===== src/pkg/cct_pkg.sv =====
// Purpose: Shared constants for the capture/compare timer
// Assumes: AXI4-Lite register access, 32-bit data
// Notes: Offsets are byte addresses
package cct_pkg;
  // ----------------------------------------------------------------
  // Register offsets
  // ----------------------------------------------------------------
  localparam logic [7:0] OFS_COUNT = 8'h00;
  localparam logic [7:0] OFS_COMPARE = 8'h04;
  localparam logic [7:0] OFS_CAPMATCH = 8'h08;
  localparam logic [7:0] OFS_EVFLAGS = 8'h0C;
  localparam logic [7:0] OFS_PRICTRL = 8'h10;
  localparam logic [7:0] OFS_DEADTIME = 8'h14;
  localparam logic [7:0] OFS_SECCTRL = 8'h18;
  localparam logic [7:0] OFS_WAKEUP = 8'h1C;

  // ----------------------------------------------------------------
  // Field positions
  // ----------------------------------------------------------------
  localparam int FL_IRQ_A = 0;
  localparam int FL_WRDONE_A = 8;
  localparam int FL_WRDIS_A = 9;
  localparam int FL_IRQ_B = 16;
  localparam int FL_WRDONE_B = 24;
  localparam int FL_WRDIS_B = 25;
  localparam int PC_MODE_A_LO = 0;
  localparam int PC_POL_A = 8;
  localparam int PC_RST_A = 13;
  localparam int PC_CLKEN_A = 14;
  localparam int PC_EN_A = 15;
  localparam int PC_MODE_B_LO = 16;
  localparam int PC_RST_B = 29;
  localparam int PC_CLKEN_B = 30;
  localparam int PC_EN_B = 31;
  localparam int SC_CASCADE = 31;

  // Reset values, writable masks, reload value and response codes
  localparam logic [31:0] PRICTRL_RST = 32'h0000_1000;
  localparam logic [31:0] PRICTRL_WMASK = 32'hE0FF_FFFF;
  localparam logic [31:0] SECCTRL_WMASK = 32'h9FF7_7FF7;
  localparam logic [31:0] WAKEUP_WMASK = 32'h0001_0001;
  localparam logic [31:0] RELOAD_VAL = 32'h0000_0001;
  localparam logic [1:0] RESP_OKAY = 2'h0;
  localparam logic [1:0] RESP_SLVERR = 2'h2;

  // Mode codes
  typedef enum logic [3:0] {
    MODE_CAPCMP = 4'h7,
    MODE_DUALEDGE = 4'h8,
    MODE_GATED = 4'h6,
    MODE_INACT_GATED = 4'hE
  } cct_mode_t;
endpackage : cct_pkg


===== src/rtl/cct_timer.sv =====
// Purpose: Capture/compare timer, two 16-bit halves or one 32-bit counter
// Assumes: Timer count clock equals i_clk; AXI4-Lite slave registers
// Notes: Only capture/compare, dual-edge, gated and inactive gated count
//
// Contract
// [RULE1] Capture/compare mode waits for first selected input edge before counting.
// [RULE2] Polarity bit 1 picks rising edges, 0 picks falling edges.
// [RULE3] Each later active edge copies the count into capture/match.
// [RULE4] Capture raises an event, reloads count with one, keeps running.
// [RULE5] Clock after count equals compare: event, reload with one.
// [RULE6] Period end sets the half's event flag; timer stays enabled.
// [RULE7] The starting edge raises no event.
// [RULE8] A software count write affects only the first period.
// [RULE9] Count and capture/match writes need the clock enable bit set.
// [RULE10] Software polls the enable bit until it reads one.
// [RULE11] Dual-edge mode captures on both input edges.
// [RULE12] Inactive gated mode raises events while input is inactive.
// [RULE13] Count comes out of timer reset at zero.
// [RULE14] Count reads always return the live count.
// [RULE15] Pulse-width match sets first phase; software keeps it below compare. Code has no pulse-width mode; that code only holds the count.
// [RULE16] Upper write-protect bit limits writes to low half; reads zero cascaded. Code blocks upper-half writes while this bit is clear, allows them while set.
// [RULE17] Lower write-protect bit governs low-half writes; reads zero cascaded.
// [RULE18] Upper-half write clears upper write-done until complete.
// [RULE19] Lower-half write clears lower write-done until complete.
// [RULE20] Half interrupt flags set on events, clear on write one.
// [RULE21] All fields return to reset values on every reset.
// [RULE22] Registers sit at fixed offsets 0x00 through 0x1C.
// [RULE23] Cascade bit picks two 16-bit timers or one 32-bit timer.
// [RULE24] Four-bit mode field per half; reserved codes do nothing.
// [RULE25] Timer input is synchronised before edge detection.
`timescale 1ns/1ps
module cct_timer #(
  parameter int ADDR_W = 8
) (
  input wire logic i_clk,
  input wire logic i_reset,
  input wire logic [ADDR_W-1:0] i_awaddr,
  input wire logic i_awvalid,
  output logic o_awready,
  input wire logic [31:0] i_wdata,
  input wire logic [3:0] i_wstrb,
  input wire logic i_wvalid,
  output logic o_wready,
  output logic [1:0] o_bresp,
  output logic o_bvalid,
  input wire logic i_bready,
  input wire logic [ADDR_W-1:0] i_araddr,
  input wire logic i_arvalid,
  output logic o_arready,
  output logic [31:0] o_rdata,
  output logic [1:0] o_rresp,
  output logic o_rvalid,
  input wire logic i_rready,
  input wire logic i_timer_in,
  output logic o_event_a,
  output logic o_event_b
);

  // ----------------------------------------------------------------
  // Elaboration check
  // ----------------------------------------------------------------
  if (ADDR_W < 5)
  begin : g_bad_addr
    $error("cct_timer: ADDR_W must be at least 5");
  end

  // ----------------------------------------------------------------
  // State
  // ----------------------------------------------------------------
  typedef struct packed {
    logic [1:0] in_sync;
    logic in_prev;
    logic [31:0] count;
    logic [31:0] compare;
    logic [31:0] capmatch;
    logic [31:0] prictrl;
    logic [31:0] deadtime;
    logic [31:0] secctrl;
    logic [31:0] wakeup;
    logic [1:0] started;
    logic [1:0] irq;
    logic [1:0] wrdone;
    logic [1:0] wrdis;
    logic [1:0] evt;
    logic aw_held;
    logic [ADDR_W-1:0] aw_addr;
    logic w_held;
    logic [31:0] w_data;
    logic [3:0] w_strb;
    logic awready;
    logic wready;
    logic bvalid;
    logic [1:0] bresp;
    logic arready;
    logic rvalid;
    logic [31:0] rdata;
    logic [1:0] rresp;
  } cct_state_t;

  cct_state_t st_ff;
  cct_state_t nxt_st;

  // Helper: address is one of the eight mapped words
  function automatic logic cct_mapped(input logic [ADDR_W-1:0] a);
    cct_mapped = (a[1:0] == 2'h0) && (a < ADDR_W'(cct_pkg::OFS_WAKEUP + 8'h04));
  endfunction : cct_mapped

  // ----------------------------------------------------------------
  // Next-state logic
  // ----------------------------------------------------------------
  always_comb
  begin
    logic cascade;
    logic edge_in;
    logic rise;
    logic fall;
    logic act_lvl;
    logic do_wr;
    logic [7:0] wofs;
    logic [31:0] wmask;
    logic [31:0] bytemask;
    logic [1:0] half_en;
    logic [1:0] half_clken;
    logic [1:0] half_rst;
    logic [3:0] mode;
    logic pol;
    logic active_edge;
    logic [15:0] cnt16;
    logic [15:0] cmp16;
    logic [31:0] sel_rd;
    nxt_st = st_ff;
    // [RULE23] width select
    cascade = st_ff.secctrl[cct_pkg::SC_CASCADE];
    do_wr = 1'b0;
    wofs = 8'h00;
    wmask = 32'h0000_0000;
    bytemask = 32'h0000_0000;
    mode = 4'h0;
    pol = 1'b0;
    active_edge = 1'b0;
    act_lvl = 1'b0;
    cnt16 = 16'h0000;
    cmp16 = 16'h0000;
    sel_rd = 32'h0000_0000;
    nxt_st.evt = 2'b00;

    // Two-stage input synchroniser, edge taken from second stage
    // [RULE25] sync then detect
    nxt_st.in_sync = {st_ff.in_sync[0], i_timer_in};
    nxt_st.in_prev = st_ff.in_sync[1];
    rise = st_ff.in_sync[1] & ~st_ff.in_prev;
    fall = ~st_ff.in_sync[1] & st_ff.in_prev;
    edge_in = rise | fall;

    half_en = {st_ff.prictrl[cct_pkg::PC_EN_B], st_ff.prictrl[cct_pkg::PC_EN_A]};
    half_clken = {st_ff.prictrl[cct_pkg::PC_CLKEN_B], st_ff.prictrl[cct_pkg::PC_CLKEN_A]};
    half_rst = {st_ff.prictrl[cct_pkg::PC_RST_B], st_ff.prictrl[cct_pkg::PC_RST_A]};

    // Timer behaviour per half; half B idles in cascade mode
    for (int h = 0; h < 2; h++)
    begin
      mode = st_ff.prictrl[h*16 +: 4];
      pol = st_ff.prictrl[cct_pkg::PC_POL_A];
      // [RULE2] edge polarity select
      active_edge = pol ? rise : fall;
      // [RULE11] both edges capture
      if (mode == cct_pkg::MODE_DUALEDGE)
        active_edge = edge_in;
      act_lvl = pol ? st_ff.in_sync[1] : ~st_ff.in_sync[1];
      cnt16 = st_ff.count[h*16 +: 16];
      cmp16 = st_ff.compare[h*16 +: 16];
      if (half_rst[h])
      begin
        // [RULE13] reset holds zero
        nxt_st.count[h*16 +: 16] = 16'h0000;
        if (cascade && h == 0)
          nxt_st.count[31:16] = 16'h0000;
        nxt_st.started[h] = 1'b0;
        // Reset bit clears itself after one cycle
        nxt_st.prictrl[cct_pkg::PC_RST_A + h*16] = 1'b0;
      end
      else if (half_en[h] && (!cascade || h == 0))
      begin
        if (mode == cct_pkg::MODE_CAPCMP || mode == cct_pkg::MODE_DUALEDGE)
        begin
          if (!st_ff.started[h])
          begin
            // [RULE1] wait for first edge
            // [RULE7] start edge raises nothing
            if (active_edge)
              nxt_st.started[h] = 1'b1;
          end
          else if (active_edge)
          begin
            // [RULE3] capture count
            // [RULE4] reload after capture
            // [RULE8] later periods from one
            if (cascade)
            begin
              nxt_st.capmatch = st_ff.count;
              nxt_st.count = cct_pkg::RELOAD_VAL;
            end
            else
            begin
              nxt_st.capmatch[h*16 +: 16] = cnt16;
              nxt_st.count[h*16 +: 16] = cct_pkg::RELOAD_VAL[15:0];
            end
            nxt_st.evt[h] = 1'b1;
          end
          // [RULE5] match ends period
          else if (cascade ? (st_ff.count == st_ff.compare) : (cnt16 == cmp16))
          begin
            if (cascade)
              nxt_st.count = cct_pkg::RELOAD_VAL;
            else
              nxt_st.count[h*16 +: 16] = cct_pkg::RELOAD_VAL[15:0];
            nxt_st.evt[h] = 1'b1;
          end
          else if (cascade)
            nxt_st.count = st_ff.count + 32'h0000_0001;
          else
            nxt_st.count[h*16 +: 16] = cnt16 + 16'h0001;
        end
        else if (mode == cct_pkg::MODE_GATED || mode == cct_pkg::MODE_INACT_GATED)
        begin
          if (cascade ? (st_ff.count == st_ff.compare) : (cnt16 == cmp16))
          begin
            if (cascade)
              nxt_st.count = cct_pkg::RELOAD_VAL;
            else
              nxt_st.count[h*16 +: 16] = cct_pkg::RELOAD_VAL[15:0];
            nxt_st.evt[h] = (mode == cct_pkg::MODE_GATED);
          end
          else if (act_lvl)
          begin
            if (cascade)
              nxt_st.count = st_ff.count + 32'h0000_0001;
            else
              nxt_st.count[h*16 +: 16] = cnt16 + 16'h0001;
          end
          // [RULE12] event while inactive
          if (mode == cct_pkg::MODE_INACT_GATED && !act_lvl)
            nxt_st.evt[h] = 1'b1;
        end
        // [RULE24] other codes hold count
        // [RULE15] pulse-width code holds count; no output phase pin here
      end
    end

    // Write-done completes one cycle after the write
    nxt_st.wrdone = 2'b11;

    // ---------------- AXI4-Lite write channel ----------------
    if (st_ff.awready && i_awvalid)
    begin
      nxt_st.aw_held = 1'b1;
      nxt_st.aw_addr = i_awaddr;
    end
    if (st_ff.wready && i_wvalid)
    begin
      nxt_st.w_held = 1'b1;
      nxt_st.w_data = i_wdata;
      nxt_st.w_strb = i_wstrb;
    end
    nxt_st.awready = ~nxt_st.aw_held & ~st_ff.bvalid;
    nxt_st.wready = ~nxt_st.w_held & ~st_ff.bvalid;
    if (st_ff.aw_held && st_ff.w_held && !st_ff.bvalid)
    begin
      do_wr = cct_mapped(st_ff.aw_addr);
      wofs = 8'(st_ff.aw_addr);
      nxt_st.aw_held = 1'b0;
      nxt_st.w_held = 1'b0;
      nxt_st.bvalid = 1'b1;
      nxt_st.bresp = do_wr ? cct_pkg::RESP_OKAY : cct_pkg::RESP_SLVERR;
      nxt_st.awready = 1'b0;
      nxt_st.wready = 1'b0;
    end
    if (st_ff.bvalid && i_bready)
    begin
      nxt_st.bvalid = 1'b0;
      nxt_st.awready = 1'b1;
      nxt_st.wready = 1'b1;
    end

    for (int b = 0; b < 4; b++)
      bytemask[b*8 +: 8] = {8{st_ff.w_strb[b]}};

    // [RULE22] fixed register offsets
    if (do_wr)
    begin
      case (wofs)
        cct_pkg::OFS_COUNT, cct_pkg::OFS_CAPMATCH:
        begin
          // [RULE9] clock enable gate
          // [RULE16] upper protect
          // [RULE17] lower protect
          wmask = bytemask;
          if (!half_clken[0])
            wmask = 32'h0000_0000;
          if (!cascade)
          begin
            if (!st_ff.wrdis[1] || !half_clken[1])
              wmask[31:16] = 16'h0000;
            if (st_ff.wrdis[0])
              wmask[15:0] = 16'h0000;
            // [RULE18] upper write-done
            // [RULE19] lower write-done
            if (|wmask[31:16])
              nxt_st.wrdone[1] = 1'b0;
            if (|wmask[15:0])
              nxt_st.wrdone[0] = 1'b0;
          end
          if (wofs == cct_pkg::OFS_COUNT)
          begin
            // [RULE8] first period only
            nxt_st.count = (nxt_st.count & ~wmask) | (st_ff.w_data & wmask);
          end
          else
            nxt_st.capmatch = (nxt_st.capmatch & ~wmask) | (st_ff.w_data & wmask);
        end
        cct_pkg::OFS_COMPARE:
          nxt_st.compare = (st_ff.compare & ~bytemask) | (st_ff.w_data & bytemask);
        cct_pkg::OFS_EVFLAGS:
        begin
          // [RULE20] write one clears
          if (st_ff.w_strb[0] && st_ff.w_data[cct_pkg::FL_IRQ_A])
            nxt_st.irq[0] = 1'b0;
          if (st_ff.w_strb[2] && st_ff.w_data[cct_pkg::FL_IRQ_B])
            nxt_st.irq[1] = 1'b0;
          if (st_ff.w_strb[1])
            nxt_st.wrdis[0] = st_ff.w_data[cct_pkg::FL_WRDIS_A];
          if (st_ff.w_strb[3])
            nxt_st.wrdis[1] = st_ff.w_data[cct_pkg::FL_WRDIS_B];
        end
        cct_pkg::OFS_PRICTRL:
        begin
          wmask = bytemask & cct_pkg::PRICTRL_WMASK;
          nxt_st.prictrl = (st_ff.prictrl & ~wmask) | (st_ff.w_data & wmask);
        end
        cct_pkg::OFS_DEADTIME:
          nxt_st.deadtime = (st_ff.deadtime & ~bytemask) | (st_ff.w_data & bytemask);
        cct_pkg::OFS_SECCTRL:
        begin
          wmask = bytemask & cct_pkg::SECCTRL_WMASK;
          nxt_st.secctrl = (st_ff.secctrl & ~wmask) | (st_ff.w_data & wmask);
        end
        cct_pkg::OFS_WAKEUP:
        begin
          wmask = bytemask & cct_pkg::WAKEUP_WMASK;
          nxt_st.wakeup = st_ff.wakeup & ~(st_ff.w_data & wmask);
        end
        default:
          nxt_st.wakeup = st_ff.wakeup;
      endcase
    end

    // Event sets after the clear so a simultaneous event wins
    // [RULE6] flag on period end
    // [RULE20] set on event
    nxt_st.irq = nxt_st.irq | nxt_st.evt;

    // ---------------- AXI4-Lite read channel ----------------
    if (st_ff.arready && i_arvalid)
    begin
      nxt_st.arready = 1'b0;
      nxt_st.rvalid = 1'b1;
      nxt_st.rresp = cct_mapped(i_araddr) ? cct_pkg::RESP_OKAY : cct_pkg::RESP_SLVERR;
      case (8'(i_araddr))
        // [RULE14] live count
        cct_pkg::OFS_COUNT: sel_rd = st_ff.count;
        cct_pkg::OFS_COMPARE: sel_rd = st_ff.compare;
        cct_pkg::OFS_CAPMATCH: sel_rd = st_ff.capmatch;
        cct_pkg::OFS_EVFLAGS:
        begin
          sel_rd[cct_pkg::FL_IRQ_A] = st_ff.irq[0];
          sel_rd[cct_pkg::FL_IRQ_B] = st_ff.irq[1];
          sel_rd[cct_pkg::FL_WRDONE_A] = st_ff.wrdone[0];
          sel_rd[cct_pkg::FL_WRDONE_B] = st_ff.wrdone[1];
          // [RULE16] reads zero cascaded
          // [RULE17] reads zero cascaded
          sel_rd[cct_pkg::FL_WRDIS_A] = st_ff.wrdis[0] & ~cascade;
          sel_rd[cct_pkg::FL_WRDIS_B] = st_ff.wrdis[1] & ~cascade;
        end
        cct_pkg::OFS_PRICTRL: sel_rd = st_ff.prictrl;
        cct_pkg::OFS_DEADTIME: sel_rd = st_ff.deadtime;
        cct_pkg::OFS_SECCTRL: sel_rd = st_ff.secctrl;
        cct_pkg::OFS_WAKEUP: sel_rd = st_ff.wakeup;
        default: sel_rd = 32'h0000_0000;
      endcase
      nxt_st.rdata = sel_rd;
    end
    if (st_ff.rvalid && i_rready)
    begin
      nxt_st.rvalid = 1'b0;
      nxt_st.arready = 1'b1;
    end
  end

  // ----------------------------------------------------------------
  // State register
  // ----------------------------------------------------------------
  // [RULE21] every field to reset value
  always_ff @(posedge i_clk or posedge i_reset)
  begin
    if (i_reset)
    begin
      st_ff <= '0;
      st_ff.prictrl <= cct_pkg::PRICTRL_RST;
      st_ff.wrdone <= 2'b11;
      st_ff.awready <= 1'b1;
      st_ff.wready <= 1'b1;
      st_ff.arready <= 1'b1;
    end
    else
      st_ff <= nxt_st;
  end

  // ----------------------------------------------------------------
  // Outputs, all from flip-flops
  // ----------------------------------------------------------------
  assign o_awready = st_ff.awready;
  assign o_wready = st_ff.wready;
  assign o_bvalid = st_ff.bvalid;
  assign o_bresp = st_ff.bresp;
  assign o_arready = st_ff.arready;
  assign o_rvalid = st_ff.rvalid;
  assign o_rdata = st_ff.rdata;
  assign o_rresp = st_ff.rresp;
  assign o_event_a = st_ff.evt[0];
  assign o_event_b = st_ff.evt[1];

endmodule : cct_timer


===== config.mk =====
export PLATFORM = sky130hd
export DESIGN_NAME = cct_timer
export DESIGN_NICKNAME = d
export VERILOG_FILES = /design/src/pkg/cct_pkg.sv /design/src/rtl/cct_timer.sv
export SDC_FILE = /design/constraint.sdc
export NUM_CORES = 1
export LEC_CHECK = 0
export BUFFER_PORTS_ARGS = -buffer_cell sky130_fd_sc_hd__buf_2
export CORE_MARGIN = 3
export CORE_UTILIZATION = 35
export DETAILED_ROUTE_END_ITERATION = 8
export GPL_TIMING_DRIVEN = 0
export SLEW_MARGIN = 20
export SYNTH_ARGS = -nofsm -noshare
export SYNTH_HDL_FRONTEND = slang
export SYNTH_SLANG_ARGS = --single-unit

===== constraint.sdc =====
create_clock -name i_clk -period 22.1 [get_ports i_clk]
set_clock_uncertainty 0.1 [all_clocks]
set_input_delay 0 -clock i_clk [delete_from_list [all_inputs] [get_ports i_clk]]
set_output_delay 0 -clock i_clk [all_outputs]
set_load 0.05 [all_outputs]

==> results.json <==
{
  "vias": 13000,
  "gp_congestion": 0.970,
  "htreeDepth": 2,
  "ios": 103,
  "fin_crit_sh_pct": 19.5,
  "cp-start-kind": "input pin",
  "drtIter0Drc": 1473,
  "grt_pass1_wl_um": 83600,
  "nets": 1739,
  "ys_types": 91,
  "drive_gt1_share_pct": 26.3,
  "drc": 0,
  "synth.top_cell.area_share_pct": 45.2,
  "antenna_found_initial": 0,
  "gr-total-overflow": 0,
  "peakVddDrop_mv": 0.0931,
  "synth_common_cells": "dfrtp_1, mux2_2, nand2_1",
  "yosysMostFrequentCell": "dfrtp_1",
  "avgSynthCellArea_sq_um": 10.4,
  "die_w_um": 215,
  "holdCritPathClass": "in2reg",
  "finalSetupViolCount": 0,
  "finish.instance_area_sq_um": 18300,
  "max_freq_mhz": 232,
  "start_util_pct": 35.9,
  "rows": 75,
  "area_growth_pct": 19.8,
  "yosys.area.top_type": "dfrtp_1",
  "wl_per_cell_um": 24.2,
  "grt_busiest_layer": "met2",
  "io_buffers": 99,
  "p_leak_nw": 8.23,
  "hpwl_um": 39200,
  "cp_data_arrival_time_ns": 4.69,
  "relSlewSlack_pct": 19.6,
  "die_y_um": 215,
  "rsz0062_at_grt": "false",
  "hp-start": "i_awvalid",
  "ys_ff_latch": 282,
  "grt_max_degree": 104,
  "min_to": "o_awready",
  "drv_cap": 0,
  "tritoncts": "built",
  "synthFlopType": "dfrtp_1",
  "dieArea_sq_um": 46200,
  "min_period_ns": 4.31,
  "ant_nets": 0,
  "tns_ns": 0,
  "status": "finished, final reports clean",
  "required_ns": 22.49,
  "worstPathCellList": "dlygate4sd3_1 -> buf_2 -> or4_1 -> dlygate4sd3_1 -> nor2_1 -> nand2_1 -> nor2_1 -> clkbuf_1 -> a22oi_1 -> o21ai_0 -> a22o_1",
  "cts_root_buf": "clkbuf_16",
  "cts_buffers": 34,
  "whs_ns": 0.0967,
  "r2r-end": "st_ff[313]",
  "cts.repair.resized": 0,
  "yosysWarnings": 0,
  "grt_usage_pct": 23.6,
  "powerDensity_nw_per_um2": 83.7,
  "core_sq_um": 42500,
  "hold_depth": 4,
  "routed_wl_um": 55200,
  "use_met3_pct": 4.44,
  "place_area_sq_um": 16600,
  "syn_inst": 1476,
  "hold_viol": 0,
  "end_kind": "flop",
  "r2r_cells": 7,
  "path_max_fanout": 10,
  "synth_edf_count": 0,
  "crit_slowest_cell": "nor2_1",
  "max_stage_delay_ns": 0.96,
  "worstMarginPinSlew_ns": 1.19,
  "synth_area_sq_um": 15300,
  "cts_buffer_depth": 3,
  "criticalPathCategory": "in2reg",
  "grt_pass1_vias": 12800,
  "use_met1_pct": 33.6,
  "via_per_inst": 5.69,
  "clock-sinks": 282,
  "slew_violations": 0,
  "synth_seq_area_share_pct": 46.2,
  "insertion_delay_ns": 0.55,
  "async_reset_ff_share_pct": 100,
  "grt_util_met2_pct": 36.2,
  "yosys-top-cells-area": "dfrtp_1, mux2_2, a22oi_1",
  "clk_pin_slew_ns": 0.06,
  "regToRegSetupSlack_ns": 18.45,
  "nFillCells": 4093,
  "dr.pass1.iters": 5
}
## logic make-up after synthesis
| group | count (synthesis) | share of synthesized area (%) |
|---|---|---|
| buffers and inverters | 145 | 5.13 |
| AOI/OAI and AO/OA | 357 | 16.0 |
| adders and majority gates | 4 | 0.328 |
| DFF | 282 | 46.2 |
| other | 1 | 0.0245 |
| muxes | 217 | 15.7 |
| and+or+nand+nor | 426 | 13.9 |
| xor gates and xnor gates | 44 | 2.62 |
## layer usage
| metal | part of all wire (%) | vias to the layer above | wire length [um] |
|---|---|---|---|
| li1 | - | 5795 | - |
| met1 | 45 | 6539 | 25000 |
| met2 | 45 | 542 | 24600 |
| met3 | 7.3 | 98 | 4010 |
| met4 | 2.8 | 2 | 1530 |
| met5 | 0.20 | - | 112 |
## power by group
group	leakage (nW)	internal (W)	total, W	switching, W
registers	3.79	0.000585	0.000688	0.000103
clock network	0.540	0.000319	0.000556	0.000237
logic	3.90	0.000117	0.000288	0.000171
total	8.23	0.00102	0.00153	0.000511
## repair_timing
item                      in CTS  in global routing
hold endpoints to repair     256                  0
hold buffers                  60                  0
setup buffers                  0                  0
## worst max-delay path by stage
stage	depth (start not counted)	to	slack, ns	from
after floorplan	1	async pin	14.23	i_reset
after global placement	2	st_ff[71]	10.86	i_reset
after detailed placement	9	o_rdata[19]	18.41	i_araddr[0]
after CTS	11	o_rdata[19]	17.89	i_araddr[0]
after global routing	11	o_rdata[19]	17.64	i_araddr[0]
final	11	o_rdata[19]	17.79	i_araddr[0]
## cell usage in the layout, fill, tap and decap left out, types with 10 or more instances in the layout
cell type      count
a21oi_1           92
o31ai_1           10
a22oi_1           69
nand3_1           50
nand2_1          122
or2_2             10
a31oi_1           14
clkbuf_16         35
mux2_2           166
dlygate4sd3_1     60
inv_1             16
o21ai_0           53
nor4_1            12
nor3_1            22
nand4_1           21
clkbuf_1          64
nor2_1           113
dfrtp_1          276
buf_2            117
xnor2_1           35
mux2i_1           49
buf_4             41
a22o_1            33
## worst max-delay path, delay by kind of cell
kind	cells	cell delay [ns]
buffers and inverters	4	2.05
AO/OA/AOI/OAI	3	0.56
AND/OR/NAND/NOR	4	2.08
## metrics by stage
stage | cells | total power, W | utilization [%] | setup WS, ns
2_1_floorplan | 1477 | 0.000848 | - | 14.23
3_5_place_dp | 2156 | 0.000970 | 39.0 | 18.41
3_3_place_gp | 2153 | 0.000961 | 38.8 | 10.86
5_1_grt | 2278 | 0.00160 | 43.1 | 17.64
6_report | 2279 | 0.00153 | 43.1 | 17.79
4_1_cts | 2278 | 0.00154 | 43.1 | 17.89
## area by class of cell
| type | count | area, sq um | share of cell area (%) |
|---|---|---|---|
| flip-flops and latches | 282 | 7060 | 38.6 |
| clock inverters | 13 | 108 | 0.588 |
| clock buffers | 49 | 998 | 5.45 |
| multi-input cells | 1050 | 7450 | 40.7 |
| repair buffers | 162 | 1160 | 6.35 |
| inverters | 17 | 71.3 | 0.390 |
| well taps | 577 | 722 | 3.94 |
| diodes | 1 | 2.50 | 0.0137 |
| plain buffers | 128 | 721 | 3.94 |
Note: power is estimated with default switching activity, not from simulation.
